## src/sfd_consts.vh

```
// constants for the streaming fixed delay line and its register slave
`ifndef SFD_CONSTS_VH
`define SFD_CONSTS_VH
`define SFD_MAX_DELAY 16
`define SFD_DEF_DELAY 1
`define SFD_DEF_DATA_W 8
`define SFD_DEF_SYM_W 8
`define SFD_DEF_CHAN_W 1
`define SFD_DEF_MAX_CHAN 1
`define SFD_DEF_ERR_W 1
`define SFD_ADDR_W 4
`define SFD_OFF_CTRL 4'h0
`define SFD_OFF_BEATS 4'h4
`define SFD_OFF_CFG 4'h8
`define SFD_CTRL_CNT_EN 0
`define SFD_CTRL_CNT_CLR 1
`define SFD_CTRL_RST 1'b1
`define SFD_BEATS_RST 32'h0000_0000
`define SFD_RESP_OKAY 2'b00
`define SFD_RESP_SLVERR 2'b10
`define SFD_CFG_DELAY_LSB 0
`define SFD_CFG_PKT_BIT 8
`define SFD_CFG_CHAN_BIT 9
`define SFD_CFG_ERR_BIT 10
`endif

```

## src/sfd_delay_line.v

```verilog
// streaming fixed delay line with an AXI4-Lite status and control slave
//
// The register addresses and the AXI4-Lite register port are this design's own decisions.
`timescale 1ns/1ps
`include "sfd_consts.vh"
// ----------------------------------------------------------------------------
// Functional notes
// - every beat is delayed by a build-time count N of at most 16 cycles
// - every input beat is taken and leaves unchanged exactly N cycles later
// - each input valid change reappears on output valid exactly N cycles later
// - reset is sampled on the clock (with N zero it gates the outputs directly); all stream outputs read zero while it is low
// - after release outputs stay zero N cycles, then carry inputs from N earlier
// - no ready exists; the sink must take every output beat
// - delay legal from 0 to 16, default 1; zero means plain pass-through
// - data width configurable from 1 to 512 bits, default 8
// - symbol size configurable from 1 to 512 bits, default 8, same both sides
// - packet option adds start, end and empty through the same delay
// - channel option delays a channel field of 0 to 8 bits, up to 255 channels
// - error option delays an error field of 0 to 31 bits; zero width means none
// ----------------------------------------------------------------------------
module sfd_delay_line #(
	parameter DELAY = `SFD_DEF_DELAY,
	parameter DATA_W = `SFD_DEF_DATA_W,
	parameter SYM_W = `SFD_DEF_SYM_W,
	parameter USE_PACKETS = 0,
	parameter USE_CHANNEL = 0,
	parameter CHAN_W = `SFD_DEF_CHAN_W,
	parameter MAX_CHAN = `SFD_DEF_MAX_CHAN,
	parameter USE_ERROR = 0,
	parameter ERR_W = `SFD_DEF_ERR_W,
	// derived widths, kept here so the port list can use them; never override
	parameter SYMS = (DATA_W + SYM_W - 1) / SYM_W,
	parameter EMPTY_W = (SYMS > 256) ? 9 : (SYMS > 128) ? 8 : (SYMS > 64) ? 7 : (SYMS > 32) ? 6 :
		(SYMS > 16) ? 5 : (SYMS > 8) ? 4 : (SYMS > 4) ? 3 : (SYMS > 2) ? 2 : 1,
	parameter CHAN_P = (CHAN_W > 0) ? CHAN_W : 1,
	parameter ERR_P = (ERR_W > 0) ? ERR_W : 1
) (
	input wire aclk,
	input wire aresetn,
	input wire in_valid,
	input wire [DATA_W-1:0] in_data,
	input wire in_startofpacket,
	input wire in_endofpacket,
	input wire [EMPTY_W-1:0] in_empty,
	input wire [CHAN_P-1:0] in_channel,
	input wire [ERR_P-1:0] in_error,
	output wire out_valid,
	output wire [DATA_W-1:0] out_data,
	output wire out_startofpacket,
	output wire out_endofpacket,
	output wire [EMPTY_W-1:0] out_empty,
	output wire [CHAN_P-1:0] out_channel,
	output wire [ERR_P-1:0] out_error,
	input wire [`SFD_ADDR_W-1:0] s_axi_awaddr,
	input wire s_axi_awvalid,
	output reg s_axi_awready,
	input wire [31:0] s_axi_wdata,
	input wire [3:0] s_axi_wstrb,
	input wire s_axi_wvalid,
	output reg s_axi_wready,
	output reg [1:0] s_axi_bresp,
	output reg s_axi_bvalid,
	input wire s_axi_bready,
	input wire [`SFD_ADDR_W-1:0] s_axi_araddr,
	input wire s_axi_arvalid,
	output reg s_axi_arready,
	output wire [31:0] s_axi_rdata,
	output wire [1:0] s_axi_rresp,
	output wire s_axi_rvalid,
	input wire s_axi_rready
);
	// zero-width fields are carried as one unused bit, held at zero
	localparam TW = 1 + DATA_W + 2 + EMPTY_W + CHAN_P + ERR_P;
	// an oversized delay is clamped rather than building a longer pipe
	localparam ND = (DELAY > `SFD_MAX_DELAY) ? `SFD_MAX_DELAY : (DELAY > 0) ? DELAY : 1;
	localparam [4:0] DELAY_5 = DELAY;

	// ------------------------------------------------------------------------
	// delay pipeline
	// ------------------------------------------------------------------------
	wire pkt_on = (USE_PACKETS != 0);
	wire chan_on = (USE_CHANNEL != 0) && (CHAN_W > 0);
	wire err_on = (USE_ERROR != 0) && (ERR_W > 0);
	wire [TW-1:0] beat_in;
	wire [TW-1:0] beat_out;

	// field positions inside one pipeline word, valid on top
	localparam ERR_LO = 0;
	localparam CHAN_LO = ERR_LO + ERR_P;
	localparam EMPTY_LO = CHAN_LO + CHAN_P;
	localparam EOP_BIT = EMPTY_LO + EMPTY_W;
	localparam SOP_BIT = EOP_BIT + 1;
	localparam DATA_LO = SOP_BIT + 1;
	localparam VALID_BIT = DATA_LO + DATA_W;

	// disabled options enter as zero so their outputs stay zero
	assign beat_in[VALID_BIT] = in_valid;
	assign beat_in[DATA_LO +: DATA_W] = in_data;
	assign beat_in[SOP_BIT] = in_startofpacket & pkt_on;
	assign beat_in[EOP_BIT] = in_endofpacket & pkt_on;
	assign beat_in[EMPTY_LO +: EMPTY_W] = in_empty & {EMPTY_W{pkt_on}};
	assign beat_in[CHAN_LO +: CHAN_P] = in_channel & {CHAN_P{chan_on}};
	assign beat_in[ERR_LO +: ERR_P] = in_error & {ERR_P{err_on}};

	genvar g;
	generate
		if (DELAY == 0) begin : g_pass
			// no register at all: the value is the input, forced to zero in reset
			assign beat_out = aresetn ? beat_in : {TW{1'b0}};
		end else begin : g_pipe
			reg [TW-1:0] stage_q [0:ND-1];
			for (g = 0; g < ND; g = g + 1) begin : g_stage
				always @(posedge aclk) begin
					if (!aresetn) begin
						stage_q[g] <= {TW{1'b0}};
					end else begin
						stage_q[g] <= (g == 0) ? beat_in : stage_q[(g == 0) ? 0 : g - 1];
					end
				end
			end
			assign beat_out = stage_q[ND-1];
		end
	endgenerate

	// no ready in either direction, so nothing can stall the pipe
	assign out_valid = beat_out[VALID_BIT];
	assign out_data = beat_out[DATA_LO +: DATA_W];
	assign out_startofpacket = beat_out[SOP_BIT];
	assign out_endofpacket = beat_out[EOP_BIT];
	assign out_empty = beat_out[EMPTY_LO +: EMPTY_W];
	assign out_channel = beat_out[CHAN_LO +: CHAN_P];
	assign out_error = beat_out[ERR_LO +: ERR_P];

	// ------------------------------------------------------------------------
	// control and beat counter
	// ------------------------------------------------------------------------
	reg cnt_en_q;
	reg [31:0] beats_q;
	reg clr_req;
	reg ctrl_we;
	reg ctrl_en_d;

	always @(posedge aclk) begin
		if (!aresetn) begin
			cnt_en_q <= `SFD_CTRL_RST;
			beats_q <= `SFD_BEATS_RST;
		end else begin
			if (ctrl_we) begin
				cnt_en_q <= ctrl_en_d;
			end
			// a beat leaving in the clear cycle is kept: it counts as the first
			if (clr_req) begin
				beats_q <= {31'h0000_0000, out_valid & cnt_en_q};
			end else if (out_valid && cnt_en_q) begin
				beats_q <= beats_q + 32'h0000_0001;
			end
		end
	end

	// ------------------------------------------------------------------------
	// AXI4-Lite write side
	// ------------------------------------------------------------------------
	reg aw_got_q;
	reg w_got_q;
	reg [`SFD_ADDR_W-1:0] awaddr_q;
	reg [31:0] wdata_q;
	reg [3:0] wstrb_q;
	wire aw_ok = aw_got_q || (s_axi_awvalid && s_axi_awready);
	wire w_ok = w_got_q || (s_axi_wvalid && s_axi_wready);
	wire [`SFD_ADDR_W-1:0] wa = aw_got_q ? awaddr_q : s_axi_awaddr;
	wire [31:0] wd = w_got_q ? wdata_q : s_axi_wdata;
	wire [3:0] ws = w_got_q ? wstrb_q : s_axi_wstrb;
	wire commit = aw_ok && w_ok && !s_axi_bvalid;

	always @* begin
		ctrl_we = commit && (wa == `SFD_OFF_CTRL) && ws[0];
		ctrl_en_d = wd[`SFD_CTRL_CNT_EN];
		clr_req = ctrl_we && wd[`SFD_CTRL_CNT_CLR];
	end

	always @(posedge aclk) begin
		if (!aresetn) begin
			s_axi_awready <= 1'b1;
			s_axi_wready <= 1'b1;
			aw_got_q <= 1'b0;
			w_got_q <= 1'b0;
			awaddr_q <= {`SFD_ADDR_W{1'b0}};
			wdata_q <= 32'h0000_0000;
			wstrb_q <= 4'h0;
			s_axi_bvalid <= 1'b0;
			s_axi_bresp <= `SFD_RESP_OKAY;
		end else begin
			if (s_axi_bvalid && s_axi_bready) begin
				s_axi_bvalid <= 1'b0;
				s_axi_awready <= 1'b1;
				s_axi_wready <= 1'b1;
			end
			if (commit) begin
				aw_got_q <= 1'b0;
				w_got_q <= 1'b0;
				s_axi_awready <= 1'b0;
				s_axi_wready <= 1'b0;
				s_axi_bvalid <= 1'b1;
				s_axi_bresp <= (wa == `SFD_OFF_CTRL) ? `SFD_RESP_OKAY : `SFD_RESP_SLVERR;
			end else begin
				if (s_axi_awvalid && s_axi_awready) begin
					aw_got_q <= 1'b1;
					awaddr_q <= s_axi_awaddr;
					s_axi_awready <= 1'b0;
				end
				if (s_axi_wvalid && s_axi_wready) begin
					w_got_q <= 1'b1;
					wdata_q <= s_axi_wdata;
					wstrb_q <= s_axi_wstrb;
					s_axi_wready <= 1'b0;
				end
			end
		end
	end

	// ------------------------------------------------------------------------
	// AXI4-Lite read side through a two-entry buffer
	// ------------------------------------------------------------------------
	reg [33:0] rd_word;
	reg [33:0] head_q;
	reg [33:0] tail_q;
	reg [1:0] fill_q;
	reg [1:0] fill_d;
	reg rvalid_q;
	wire [31:0] cfg_word;
	wire push = s_axi_arvalid && s_axi_arready;

	assign cfg_word[31:11] = 21'h00_0000;
	assign cfg_word[`SFD_CFG_ERR_BIT] = err_on;
	assign cfg_word[`SFD_CFG_CHAN_BIT] = chan_on;
	assign cfg_word[`SFD_CFG_PKT_BIT] = pkt_on;
	assign cfg_word[7:5] = 3'h0;
	assign cfg_word[`SFD_CFG_DELAY_LSB +: 5] = DELAY_5;
	wire pop = s_axi_rvalid && s_axi_rready;

	always @* begin
		rd_word = {`SFD_RESP_SLVERR, 32'h0000_0000};
		case (s_axi_araddr)
			`SFD_OFF_CTRL: rd_word = {`SFD_RESP_OKAY, 31'h0000_0000, cnt_en_q};
			`SFD_OFF_BEATS: rd_word = {`SFD_RESP_OKAY, beats_q};
			`SFD_OFF_CFG: rd_word = {`SFD_RESP_OKAY, cfg_word};
			default: rd_word = {`SFD_RESP_SLVERR, 32'h0000_0000};
		endcase
		fill_d = fill_q + {1'b0, push} - {1'b0, pop};
	end

	// a stalled rready fills the buffer, and its fullness drops arready
	always @(posedge aclk) begin
		if (!aresetn) begin
			head_q <= 34'h0_0000_0000;
			tail_q <= 34'h0_0000_0000;
			fill_q <= 2'h0;
			rvalid_q <= 1'b0;
			s_axi_arready <= 1'b1;
		end else begin
			fill_q <= fill_d;
			// registered copy of the fill test keeps rvalid straight from a flop
			rvalid_q <= (fill_d != 2'h0);
			s_axi_arready <= (fill_d != 2'h2);
			if (pop) begin
				head_q <= (fill_q == 2'h2) ? tail_q : rd_word;
			end else if (push && fill_q == 2'h0) begin
				head_q <= rd_word;
			end
			if (push && ((fill_q == 2'h1 && !pop) || (fill_q == 2'h2))) begin
				tail_q <= rd_word;
			end
		end
	end

	assign s_axi_rvalid = rvalid_q;
	assign s_axi_rdata = head_q[31:0];
	assign s_axi_rresp = head_q[33:32];
endmodule

```

## config.mk

```make
export PLATFORM = sky130hd
export DESIGN_NAME = sfd_delay_line
export DESIGN_NICKNAME = d
export VERILOG_FILES = /design/src/sfd_delay_line.v
export VERILOG_INCLUDE_DIRS = /design/src
export SDC_FILE = /design/constraint.sdc
export NUM_CORES = 1
export LEC_CHECK = 0
export ABC_CLOCK_PERIOD_IN_PS = 3900
export BUFFER_PORTS_ARGS = -buffer_cell sky130_fd_sc_hd__buf_2
export CAP_MARGIN = 30
export CORE_ASPECT_RATIO = 0.75
export CORE_UTILIZATION = 50
export CTS_BUF_LIST = sky130_fd_sc_hd__clkbuf_2
export DETAILED_ROUTE_END_ITERATION = 16
export PLACE_DENSITY = 0.81
export SYNTH_ARGS = -nofsm -noshare
export SYNTH_HDL_FRONTEND = slang
export SYNTH_SLANG_ARGS = --single-unit
```

## constraint.sdc

```tcl
create_clock -name aclk -period 3.9 [get_ports aclk]
set_input_delay 0.195 -clock aclk [delete_from_list [all_inputs] [get_ports aclk]]
set_output_delay 0.195 -clock aclk [all_outputs]
set_load 0.02 [all_outputs]
```

* Word level (Yosys, flattened, before mapping)
Memory sizes are Yosys's and may differ from the RTL's.
Cells that the tools add are included.
** Cells by class
- Bitwise gates (word level) :: 3
- Muxes and demuxes :: 21
- Add/subtract/negate cells :: 3
- Reductions and logical operators :: 33
- Eq/ne operators :: 5
** Operators by type and width (count)
- 34-bit 2-to-1 mux :: 3
- 34-bit one-hot mux with 3 select lines :: 1
- 32-bit by 1-bit adder with 32-bit output, second input constant :: 1
- 1-bit logical AND :: 14
- 1-bit 2-to-1 mux :: 13
- 9-bit 2-to-1 mux :: 1
- 9-bit OR reduction :: 1
- 4-bit logical NOT :: 2
- 2-bit nonzero test :: 4
- 3-bit nonzero test :: 2
- 4-bit by 3-bit == test with 1-bit output, second input constant :: 1
- 4-bit == test, second input constant :: 1
- 2-bit 2-to-1 mux :: 2
- 4-bit 2-to-1 mux :: 1
- 2-bit AND reduction :: 2
- 2-bit OR reduction :: 2
- 1-bit logical OR :: 3
- 2-bit by 1-bit adder with 2-bit output :: 1
- 2-bit by 1-bit == test with 1-bit output, second input constant :: 1
- 2-bit == test, second input constant :: 1
- 1-bit logical NOT :: 2
- 2-bit logical NOT :: 1
- 2-bit inequality test, second input constant :: 1
- 1-bit inverter :: 2
- other kinds (2) :: 2
** Storage, ports and cells
- Flip-flop bits (word level) :: 119
- Word-level logic and storage cells :: 83
- Memories kept :: 1
- Output and inout port bits :: 55
- Memory bits (writable) :: 9
- Input port bits :: 65
** Memories
- g_pipe.stage_q :: depth 1, width 9, read ports 1, clocked after Yosys merged registers in 0, wr ports 1, line sfd_delay_line.v:111 : reg [TW-1:0] stage_q [0:ND-1];

* Depth between registers and ports, before layout
Gate-level depths: netlist of run 1.
- Depth in word-level cells :: 8
- Depth in mapped cells :: 11
- Depth with buffers taken out :: 9

* Worst setup path after synthesis of run 1
No wires, ideal clock.
- Path type :: register -> register
- Start point :: register s_axi_arready
- End point :: register s_axi_arready
- Stages on the path, launching flop included :: 12
- Library setup time :: 0.123 ns
- Period minus slack after synthesis :: 2.219 ns
- Buffers on the path :: 2
- Data arrival time :: 2.096 ns
- Data required time :: 3.777 ns
- Slack :: 1.681 ns
- Cells stage by stage :: dfxtp_1 -> and2_1 -> buf_2 -> inv_1 -> clkbuf_1 -> ha_1 -> inv_1 -> ha_1 -> xnor2_1 -> xnor2_1 -> nand2_1 -> or2_2
** Between the ends
- Cells in the longest elaborated chain, start to end :: 4
** RTL lines
- from (decl) :: line sfd_delay_line.v:66 : output reg s_axi_arready,
- from (signal assigned) :: line sfd_delay_line.v:264 : s_axi_arready <= (fill_d != 2'h2);
- 1-bit logical AND :: line sfd_delay_line.v:231 : wire push = s_axi_arvalid && s_axi_arready;
- 2-bit by 1-bit adder with 2-bit output :: line sfd_delay_line.v:249 : fill_d = fill_q + {1'b0, push} - {1'b0, pop};
- 2-bit by 1-bit subtractor with 2-bit output :: line sfd_delay_line.v:249
- 2-bit inequality test :: line sfd_delay_line.v:264
Every way passes these cells.
A chain may end at the register's enable or synchronous reset.

* Worst setup path in the final report of run 1
Ends and elaborated chain as after synthesis.

==> key figures, run 1 <==
Worst hold path
  • Class of the worst hold path: primary input to flop
  • Hold Path End: head_q[33]
  • Worst hold path cell count: 5
  • Min-delay src: s_axi_araddr[2]

Route
  • Drt wl/cell: between 15 and 20 microns
  • Detail Route Antenna Nets: 0
  • Total Wirelength: 14600 microns
  • Vias: roughly 5300
  • Detailed-route DRC error count: 0
  • Pre-Repair DR Iteration Count: 6
  • DRT iter0 DRCs: 657
  • Routed vias/inst: slightly above 6

Clock network
  • CTS Buf Count: 17
  • CTS HTree Levels: 4
  • CTS tree: done
  • Clk sinks: 125
  • Clock transition at path regs: 0.20 ns
  • Clk root buf: clkbuf_2
  • CTS Buffer Depth: 2
  • Setup repair bufs after CTS: 0
  • # resized after CTS: 0
  • Clock latency on the worst-skew pair: 0.70 ns

Placement
  • Gpl congestion: 0.782
  • Placed inst area: 5800 sq um
  • Cells after DPL: 803
  • Port Buffers: 74
  • Post-Place Setup Slack: 0.963 ns
  • Detailed placer's ending HPWL: 8730 microns

Synthesis
  • Yosys cell types: 51
  • Fraction of registers with async set/reset: 0%
  • Cell area after synthesis: between 5000 and 6000 sq um
  • Synth Register Bits: roughly 130
  • Post-synth EDFFs: 0
  • Syn avg cell area: around 8.4 sq um
  • Register area share after synthesis: 46.1%
  • Top_reg_cell synth: dfxtp_1
  • Synth Instances: 643
  • Synth warnings: 0

Final layout
  • Final Util: 61.3%
  • Highest-count cells in the layout ignoring fill and taps: dfxtp_1 (125), buf_2 (74), a21oi_1 (57), nor2_1 (54), nand2_1 (48)
  • Area Growth Syn to Fin: 17.4%
  • Multi-input gate area: 2640 sq um
  • Final instance area: 6380 sq um
  • Nets: 790
  • Fill cells: 871
  • Antenna cells: 0
  • Most common cell after layout, fill and taps aside: dfxtp_1
  • Fraction of layout cells with a size suffix above 1: approximately 18%
  • Final Non-Filler Cells: 871
  • Reg area: 2500 sq um

Setup path
  • Crit-path slowest cell: inv_1
  • R2r setup slk: 0.89 ns
  • R2R cell count: 10
  • CP required: about 4.5 ns
  • Worst path cell trace: and2_1, buf_4, inv_1, ha_1, inv_1, ha_1, xnor2_1, xnor2_1, nand2_1, or2_2
  • Worst setup SP type: flop
  • Worst flop-to-flop path startpoint: s_axi_arready
  • CP max FO: 35
  • Crit-path leading delay family: buffers and inverters
  • Crit end category: flop
  • FF-to-FF End: s_axi_arready
  • CP Class: flop to flop
  • Worst EP arrival: 3.60 ns
  • Slowest stage delay, CP: 0.57 ns
  • CP Buf/Inv Count: 3

Status
  • Status: finished clean

Timing
  • Max Fclk: 332 MHz
  • Unrepaired setup endpoints after global routing: false
  • Hold Vio Cnt, Final: 0
  • Max Slew Vio Count: 0
  • Minimum clock period: between 3 and 4 ns
  • Final-report setup violation count: 0
  • Setup ws final: 0.886 ns
  • Worst Tran Pin Value: 1.07 ns
  • Max transition margin: 28.7%
  • Hold_ws: 0.137 ns
  • Post-route clock period utilization: 77.3%
  • Clock Skews: approximately 0.045 ns
  • Setup Total Neg Slack: 0 ns

GRT
  • Largest net degree at the start of global routing: 66
  • First-pass GRT wire length: 23800 microns
  • Vias in the first global route: 4885
  • Gr ovfl total: 0
  • Overall Global Routing Usage: 27.0%
  • Initial antenna violation count: 0

Power
  • Combinational power share: between 30% and 40%
  • Power Total: 3.51 mW
  • Pwr dens: around 550 nW/um^2
  • Max VDD drop: roughly 0.26 mV
  • P_int: 2.09 mW
  • Clock share of power: about 22%
  • Sw Ratio: between 40% and 50%
  • Psw: 1.42 mW
  • Proportion of power drawn by flip-flops and latches: 44.4%
  • Leak: 2.29 nW

Floorplanning
  • Die footprint: 11300 sq um
  • Die Span Y: just over 90 microns
  • CORE AREA: 10400 sq um
  • # IOs: 120
  • Initial Util: 52.2%
  • Std cell rows: 32
  • Die width: 122 microns

Flow run
  • Max Cap Viol: 0
## worst max path at each step
stage,from,end,slack [ns],cells past startpoint
global placement,s_axi_arvalid,s_axi_arready,1.15,11
CTS,s_axi_arready,s_axi_arready,0.93,10
detailed placement,s_axi_arready,s_axi_arready,0.96,10
global route,s_axi_arready,s_axi_arready,0.70,10
finish,s_axi_arready,s_axi_arready,0.89,10
floorplan,s_axi_arready,s_axi_arready,1.68,11
## cell usage after synthesis (all sizes together), types with 3 or more instances
| library cell | count | area, sq um |
|---|---|---|
| nand3 | 44 | 225 |
| o21ai | 46 | 230 |
| clkbuf | 46 | 174 |
| xnor2 | 10 | 87.6 |
| nor2 | 55 | 206 |
| nand2 | 48 | 180 |
| buf | 18 | 116 |
| mux2i | 13 | 130 |
| ha | 3 | 37.5 |
| dfxtp | 125 | 2500 |
| o31ai | 13 | 97.6 |
| nor3 | 5 | 25.0 |
| or4 | 18 | 136 |
| and2 | 10 | 62.6 |
| or3 | 10 | 66.3 |
| nand4 | 40 | 250 |
| a21oi | 57 | 285 |
| inv | 13 | 48.8 |
| a311oi | 32 | 280 |
| nor4 | 6 | 37.5 |
## logic make-up after synthesis
group / Yosys count / share of synthesized area, %
and+or+nand+nor: 249 / 23.8
AOI/OAI and AO/OA: 160 / 18.2
DFF: 125 / 46.1
buffers and inverters: 78 / 6.31
muxes: 15 / 2.81
xor gates and xnor gates: 12 / 1.94
adders and majority gates: 3 / 0.691
other: 1 / 0.0691
## final cells by class
type | instances | area share (%)
multi-input combinational | 446 | 41.4
inverter | 14 | 0.824
sequential | 125 | 39.2
timing repair buffer | 118 | 12.4
clock inverter | 13 | 1.96
tap | 136 | 2.67
clock buffer | 19 | 1.49
## flip-flops by register name (all words and copies together) (netlist names)
signal and cells:
head_q 33, s_axi_rvalid 1, tail_q 33, g_pipe.stage_q 9, s_axi_awready 1, fill_q 2, s_axi_wready 1, w_got_q 1
s_axi_arready 1, beats_q 32, s_axi_bvalid 1, s_axi_bresp 1, cnt_en_q 1, wstrb_q 1, awaddr_q 4, aw_got_q 1
wdata_q 2
## what timing repair did
action,in CTS,in global routing
hold endpoints to repair,30,0
setup endpoints to repair,0,0
hold buffers,36,0
## metal layers
layer / global-route usage [%] / vias up / part of all wire, %
li1: - / 2515 / -
met3: 7.52 / 53 / 8.0
met5: 0 / - / 0
met4: 12.0 / 0 / 3.3
met1: 34.2 / 2464 / 42
met2: 42.5 / 292 / 47
## tightest hold or removal path, cell delays in order
cell      delay [ns]
buf_2           0.14
a211oi_1        0.10
mux2i_1         0.16
mux2i_1         0.11
nor2_1          0.11
## power by group through the flow
stage / clock, mW / sequential (mW) / combinational, mW
final: 0.784 / 1.56 / 1.17
after CTS: 0.781 / 1.56 / 1.14
after global placement: 0 / 1.57 / 1.07
after global routing: 0.840 / 1.58 / 1.27
after detailed placement: 0 / 1.58 / 1.11
after floorplan: 0 / 1.75 / 0.604
Power figures use the tool's default switching activity.
==> inputs of run 2 (changes only) <==
--- a/config.mk
+++ b/config.mk
@@ -6,7 +6,7 @@
 export SDC_FILE = /design/constraint.sdc
 export NUM_CORES = 1
 export LEC_CHECK = 0
-export ABC_CLOCK_PERIOD_IN_PS = 3900
+export ABC_CLOCK_PERIOD_IN_PS = 2800
 export BUFFER_PORTS_ARGS = -buffer_cell sky130_fd_sc_hd__buf_2
 export CAP_MARGIN = 30
 export CORE_ASPECT_RATIO = 0.75
==> constraint.sdc (replaced) <==
create_clock -name aclk -period 2.8 [get_ports aclk]
set_input_delay 0.14 -clock aclk [delete_from_list [all_inputs] [get_ports aclk]]
set_output_delay 0.14 -clock aclk [all_outputs]
set_load 0.02 [all_outputs]
==> key figures, run 2 (synthesis gave the netlist of run 1 again) <==
Setup path
  • Worst path cell trace: ha_1, nand3_1, or4_1, or4_1, a21oi_1 (was and2_1, buf_4, inv_1, ha_1, inv_1, ha_1, xnor2_1, xnor2_1, nand2_1, or2_2)
  • Crit end category: flop (unchanged)
  • Crit-path leading delay family: simple AND/OR/NAND/NOR gates (was buffers and inverters)
  • Worst EP arrival: 3.04 ns (was 3.60 ns)
  • R2r setup slk: 0.37 ns (was 0.89 ns)
  • CP required: 3.41 ns (was 4.49 ns)
  • Worst flop-to-flop path startpoint: beats_q[0] (was s_axi_arready)
  • Worst setup SP type: flop (unchanged)
  • CP Class: flop to flop (unchanged)
  • Crit-path slowest cell: or4_1 (was inv_1)
  • CP max FO: 16 (was 35)
  • CP Buf/Inv Count: 0 (was 3)
  • FF-to-FF End: beats_q[24] (was s_axi_arready)
  • Top cell by count, worst path: or4_1
  • R2R cell count: 5 (was 10)
  • Slowest stage delay, CP: 0.82 ns (was 0.57 ns)

Timing
  • Max Slew Vio Count: 0 (unchanged)
  • Clock Skews: 0.0394 ns (was 0.0454 ns)
  • Max Fclk: 411 MHz (was 332 MHz)
  • Final-report setup violation count: 0 (unchanged)
  • Setup Total Neg Slack: 0 ns (unchanged)
  • Hold Vio Cnt, Final: 0 (unchanged)
  • Post-route clock period utilization: 86.9% (was 77.3%)
  • Minimum clock period: 2.43 ns (was 3.01 ns)
  • Worst Tran Pin Value: 0.982 ns (was 1.07 ns)
  • Unrepaired setup endpoints after global routing: false (unchanged)
  • Max transition margin: 34.4% (was 28.7%)

Route
  • Routed vias/inst: 6.02 (was 6.11)
  • Detailed-route DRC error count: 0 (unchanged)
  • Detail Route Antenna Nets: 0 (unchanged)
  • Drt wl/cell: 16.2 microns (was 16.8 microns)
  • DRT iter0 DRCs: 716 (was 657)
  • Total Wirelength: 14200 microns (was 14600 microns)
  • Vias: 5259 (was 5324)
  • Pre-Repair DR Iteration Count: 5 (was 6)

Floorplanning
  • Die width: 122 microns (unchanged)
  • Die Span Y: 92.3 microns (unchanged)
  • Std cell rows: 32 (unchanged)
  • Die footprint: 11300 sq um (unchanged)
  • CORE AREA: 10400 sq um (unchanged)
  • # IOs: 120 (unchanged)
  • Initial Util: 52.2% (unchanged)

Final layout
  • Nets: 794 (was 790)
  • Fraction of layout cells with a size suffix above 1: 17.5% (was 17.6%)
  • Final Non-Filler Cells: 873 (was 871)
  • Fill cells: 860 (was 871)
  • Highest-count cells in the layout ignoring fill and taps: dfxtp_1 (125), buf_2 (74), a21oi_1 (57), nor2_1 (54), nand2_1 (48) (unchanged)
  • Most common cell after layout, fill and taps aside: dfxtp_1 (unchanged)
  • Largest regs: head_q (33), tail_q (33), beats_q (32) (unchanged)
  • Final Util: 61.6% (was 61.3%)
  • Area Growth Syn to Fin: 18.1% (was 17.4%)
  • Reg area: 2500 sq um (unchanged)
  • Final instance area: 6410 sq um (was 6380 sq um)
  • Multi-input gate area: 2640 sq um (unchanged)
  • Antenna cells: 0 (unchanged)

GRT
  • First-pass GRT wire length: 23900 microns (was 23800 microns)
  • Initial antenna violation count: 0 (unchanged)
  • Met2 Usage GRT: 42.3% (was 42.5%)
  • Vias in the first global route: 4991 (was 4885)
  • Gr ovfl total: 0 (unchanged)
  • Largest net degree at the start of global routing: 66 (unchanged)
  • Overall Global Routing Usage: 26.9% (was 27.0%)
  • Most crowded layer after global routing: met2 (unchanged)
  • Met3 global-route usage: 6.34% (was 7.52%)
  • Met1 Usage GRT: 35.1% (was 34.2%)

Worst hold path
  • Min-delay src: s_axi_rready (was s_axi_araddr[2])
  • Worst hold path cell count: 5 (unchanged)
  • Class of the worst hold path: primary input to flop (unchanged)
  • Hold Path End: head_q[6] (was head_q[33])

Clock network
  • CTS Buf Count: 17 (unchanged)
  • CTS Buffer Depth: 2 (unchanged)
  • # resized after CTS: 0 (unchanged)
  • Clk root buf: clkbuf_2 (unchanged)
  • CTS tree: done (unchanged)
  • CTS HTree Levels: 4 (unchanged)
  • Clk sinks: 125 (unchanged)
  • Clock transition at path regs: 0.19 ns (was 0.20 ns)
  • Setup repair bufs after CTS: 0 (unchanged)
  • Clock latency on the worst-skew pair: 0.67 ns (was 0.70 ns)

Flow run
  • Max Cap Viol: 0 (unchanged)

Power
  • Leak: 2.31 nW (was 2.29 nW)
  • Power Total: 4.94 mW (was 3.51 mW)
  • Pwr dens: 771 nW/um^2 (was 550 nW/um^2)
  • Max VDD drop: 0.383 mV (was 0.262 mV)

Placement
  • Port Buffers: 74 (unchanged)
  • Placed inst area: 5820 sq um (was 5800 sq um)
  • Detailed placer's ending HPWL: 8470 microns (was 8730 microns)
  • Gpl congestion: 0.775 (was 0.782)
  • Cells after DPL: 806 (was 803)

Status
  • Status: finished clean (unchanged)
-- run 2: cell types whose count changed in the layout (fill, tap and decap cells not counted), sizes merged --
cell	previous run	this run
buf	82	85
dlygate4sd3	36	37
clkinvlp	2	0
clkinv	9	8
bufinv	2	3
-- run 2: cell type report --
type / count / share of cell area, %
clock buffers: 19 / 1.48
clock inverters: 11 / 1.97
inverters: 14 / 0.820
multi-input cells: 446 / 41.2
flip-flops and latches: 125 / 39.0
well taps: 136 / 2.65
repair buffers: 122 / 12.8
-- run 2: how the worst max path moves through the flow --
stage | start | end | slack, ns | depth (start not counted)
after floorplan | s_axi_arready | s_axi_arready | 0.58 | 11
after global placement | beats_q[0] | beats_q[24] | 0.50 | 5
after detailed placement | beats_q[0] | beats_q[22] | 0.40 | 5
after global routing | beats_q[1] | beats_q[30] | 0.19 | 5
after CTS | beats_q[0] | beats_q[22] | 0.37 | 5
final | beats_q[0] | beats_q[24] | 0.37 | 5
-- run 2: worst register-to-register path, stage by stage (launching register included) --
cell     delay (ns)
dfxtp_1        0.44
ha_1           0.20
nand3_1        0.18
or4_1          0.82
or4_1          0.60
a21oi_1        0.15
-- run 2: report_power, final --
part           leakage (nW)  switching (mW)  internal (mW)
clock network         0.146           0.646          0.479
registers              1.02           0.148           2.02
logic                  1.15            1.14          0.508
total                  2.31            1.93           3.01
-- run 2: metrics by stage --
step	hold WS, ns	setup WS (ns)
floorplan	0.267	0.581
finish	0.147	0.368
global route	0.157	0.186
global placement	0.345	0.502
detailed placement	0.349	0.400
CTS	0.125	0.375
-- run 2: layer usage --
layer,up-vias,share of wire (%)
met5,-,0
met4,0,2.8
met3,44,7.1
met2,226,47
met1,2478,43
li1,2511,-
-- run 2: timing repair --
action | CTS | global route
endpoints found under the hold margin | 32 | 0
hold buffers | 37 | 0
setup endpoints to repair | 0 | 0
==> inputs of run 3 (changes only) <==
--- a/config.mk
+++ b/config.mk
@@ -10,9 +10,11 @@
 export BUFFER_PORTS_ARGS = -buffer_cell sky130_fd_sc_hd__buf_2
 export CAP_MARGIN = 30
 export CORE_ASPECT_RATIO = 0.75
+export CORE_MARGIN = 3
 export CORE_UTILIZATION = 50
 export CTS_BUF_LIST = sky130_fd_sc_hd__clkbuf_2
 export DETAILED_ROUTE_END_ITERATION = 16
+export HOLD_SLACK_MARGIN = 0.15
 export PLACE_DENSITY = 0.81
 export SYNTH_ARGS = -nofsm -noshare
 export SYNTH_HDL_FRONTEND = slang
==> key figures, run 3 (synthesis gave the netlist of run 1 again) <==
Final layout
  • Final Non-Filler Cells: 892 (was 873)
  • Highest-count cells in the layout ignoring fill and taps: dfxtp_1 (125), buf_2 (74), a21oi_1 (57), nor2_1 (55), dlygate4sd3_1 (51) (was dfxtp_1 (125), buf_2 (74), a21oi_1 (57), nor2_1 (54), nand2_1 (48))
  • Fill cells: 828 (was 860)
  • Final Util: 63.4% (was 61.6%)
  • Area Growth Syn to Fin: 22.0% (was 18.1%)
  • Most common cell after layout, fill and taps aside: dfxtp_1 (unchanged)
  • Nets: 810 (was 794)
  • Fraction of layout cells with a size suffix above 1: 17.7% (was 17.5%)
  • Multi-input gate area: 2640 sq um (about the same)
  • Largest regs: head_q (33), tail_q (33), beats_q (32) (unchanged)
  • Reg area: 2500 sq um (unchanged)
  • Final instance area: 6630 sq um (was 6410 sq um)

Timing
  • Post-route clock period utilization: 87.7% (was 86.9%)
  • Setup Total Neg Slack: 0 ns (unchanged)
  • Clock Skews: 0.0370 ns (was 0.0394 ns)
  • Setup ws final: 0.344 ns (was 0.368 ns)
  • Max Fclk: 407 MHz (was 411 MHz)
  • Hold Vio Cnt, Final: 0 (unchanged)
  • Max Slew Vio Count: 0 (unchanged)
  • Unrepaired setup endpoints after global routing: false (unchanged)
  • Worst Tran Pin Value: 0.643 ns (was 0.982 ns)
  • Max transition margin: 56.9% (was 34.4%)
  • Final-report setup violation count: 0 (unchanged)
  • Hold_ws: 0.221 ns (was 0.147 ns)
  • Minimum clock period: 2.46 ns (was 2.43 ns)

Route
  • Detail Route Antenna Nets: 0 (unchanged)
  • Vias: 5489 (was 5259)
  • Detailed-route DRC error count: 0 (unchanged)
  • DRT iter0 DRCs: 850 (was 716)
  • Pre-Repair DR Iteration Count: 6 (was 5)
  • Drt wl/cell: 17.4 microns (was 16.2 microns)
  • Routed vias/inst: 6.15 (was 6.02)
  • Total Wirelength: 15500 microns (was 14200 microns)

Setup path
  • Slowest stage delay, CP: 0.85 ns (was 0.82 ns)
  • CP Class: flop to flop (unchanged)
  • CP max FO: 16 (unchanged)
  • CP Launch Point: beats_q[2] (was beats_q[0])
  • Worst flop-to-flop path startpoint: beats_q[2] (was beats_q[0])
  • R2r setup slk: 0.34 ns (was 0.37 ns)
  • Worst setup SP type: flop (unchanged)
  • Worst EP arrival: 3.08 ns (was 3.04 ns)
  • Worst path cell trace: nand3_2, or4_1, or4_1, a21oi_1 (was ha_1, nand3_1, or4_1, or4_1, a21oi_1)
  • Crit-path slowest cell: or4_1 (unchanged)
  • FF-to-FF End: beats_q[29] (was beats_q[24])
  • Top cell by count, worst path: or4_1 (unchanged)
  • R2R cell count: 4 (was 5)
  • Crit end category: flop (unchanged)
  • CP required: 3.43 ns (was 3.41 ns)

Placement
  • Post-Place Setup Slack: 0.447 ns (was 0.400 ns)
  • Placed inst area: 5820 sq um (about the same)
  • Port Buffers: 74 (unchanged)
  • Cells after DPL: 807 (was 806)
  • Detailed placer's ending HPWL: 8680 microns (was 8470 microns)
  • Gpl congestion: 0.818 (was 0.775)

Floorplanning
  • Std cell rows: 32 (unchanged)
  • Die width: 126 microns (was 122 microns)
  • Die Span Y: 96.3 microns (was 92.3 microns)
  • # IOs: 120 (unchanged)
  • Die footprint: 12200 sq um (was 11300 sq um)
  • CORE AREA: 10500 sq um (was 10400 sq um)
  • Initial Util: 52.0% (was 52.2%)

Clock network
  • Clock latency on the worst-skew pair: 0.71 ns (was 0.67 ns)
  • Clk sinks: 125 (unchanged)
  • CTS Buf Count: 17 (unchanged)
  • Clk root buf: clkbuf_2 (unchanged)
  • Clock transition at path regs: 0.19 ns (about the same)
  • CTS HTree Levels: 4 (unchanged)
  • CTS Buffer Depth: 2 (unchanged)
  • Setup repair bufs after CTS: 0 (unchanged)
  • CTS tree: done (unchanged)

Power
  • Max VDD drop: 0.533 mV (was 0.383 mV)
  • Leak: 2.38 nW (was 2.31 nW)
  • Power Total: 5.17 mW (was 4.94 mW)
  • Pwr dens: 780 nW/um^2 (was 771 nW/um^2)

GRT
  • Largest net degree at the start of global routing: 66 (unchanged)
  • Initial antenna violation count: 1 (was 0)
  • First-pass GRT wire length: 25100 microns (was 23900 microns)
  • Gr ovfl total: 0 (unchanged)
  • Overall Global Routing Usage: 25.5% (was 26.9%)
  • Vias in the first global route: 5136 (was 4991)

Flow run
  • Max Cap Viol: 0 (unchanged)

Worst hold path
  • Worst hold path cell count: 5 (unchanged)
  • Hold Path End: tail_q[3] (was head_q[6])
  • Class of the worst hold path: primary input to flop (unchanged)
  • Min-delay src: s_axi_araddr[3] (was s_axi_rready)

Status
  • Status: finished clean (unchanged)
-- run 3: metal layers --
metal | up-vias | track usage, % | part of all wire, %
li1 | 2550 | - | -
met1 | 2547 | 31.0 | 40
met2 | 312 | 42.0 | 47
met3 | 80 | 7.04 | 8.3
met4 | 0 | 13.2 | 4.7
met5 | - | 0 | 0
-- run 3: worst max-delay path by stage --
stage | end | slack, ns | depth (start not counted)
floorplan | s_axi_arready | 0.58 | 11
global placement | beats_q[24] | 0.52 | 5
detailed placement | beats_q[30] | 0.45 | 5
CTS | beats_q[30] | 0.39 | 5
global route | beats_q[30] | 0.18 | 5
finish | beats_q[29] | 0.34 | 4
-- run 3: area by class of cell --
cell class | instances | area share [%]
Timing Repair Buffer | 138 | 15.0
Antenna cell | 1 | 0.0378
Tap cell | 136 | 2.57
Clock buffer | 19 | 1.44
Clock inverter | 13 | 2.61
Multi-Input combinational cell | 446 | 39.8
Inverter | 14 | 0.793
Sequential cell | 125 | 37.8
-- run 3: power by group --
group,total (mW),switching (mW),internal [mW]
sequential,2.18,0.160,2.02
clock,1.28,0.701,0.584
combinational,1.70,1.17,0.532
-- run 3: critical path: cells and delay by family (launching register included) --
kind               cells  cell delay, ns
AOI/OAI and AO/OA      1            0.18
DFF                    1            0.52
and+or+nand+nor        3            1.68
-- run 3: timing repair --
item                                   4_1_cts  5_1_grt
hold buffers                                51        0
endpoints found under the hold margin      101        0
gates resized for setup                      0        0
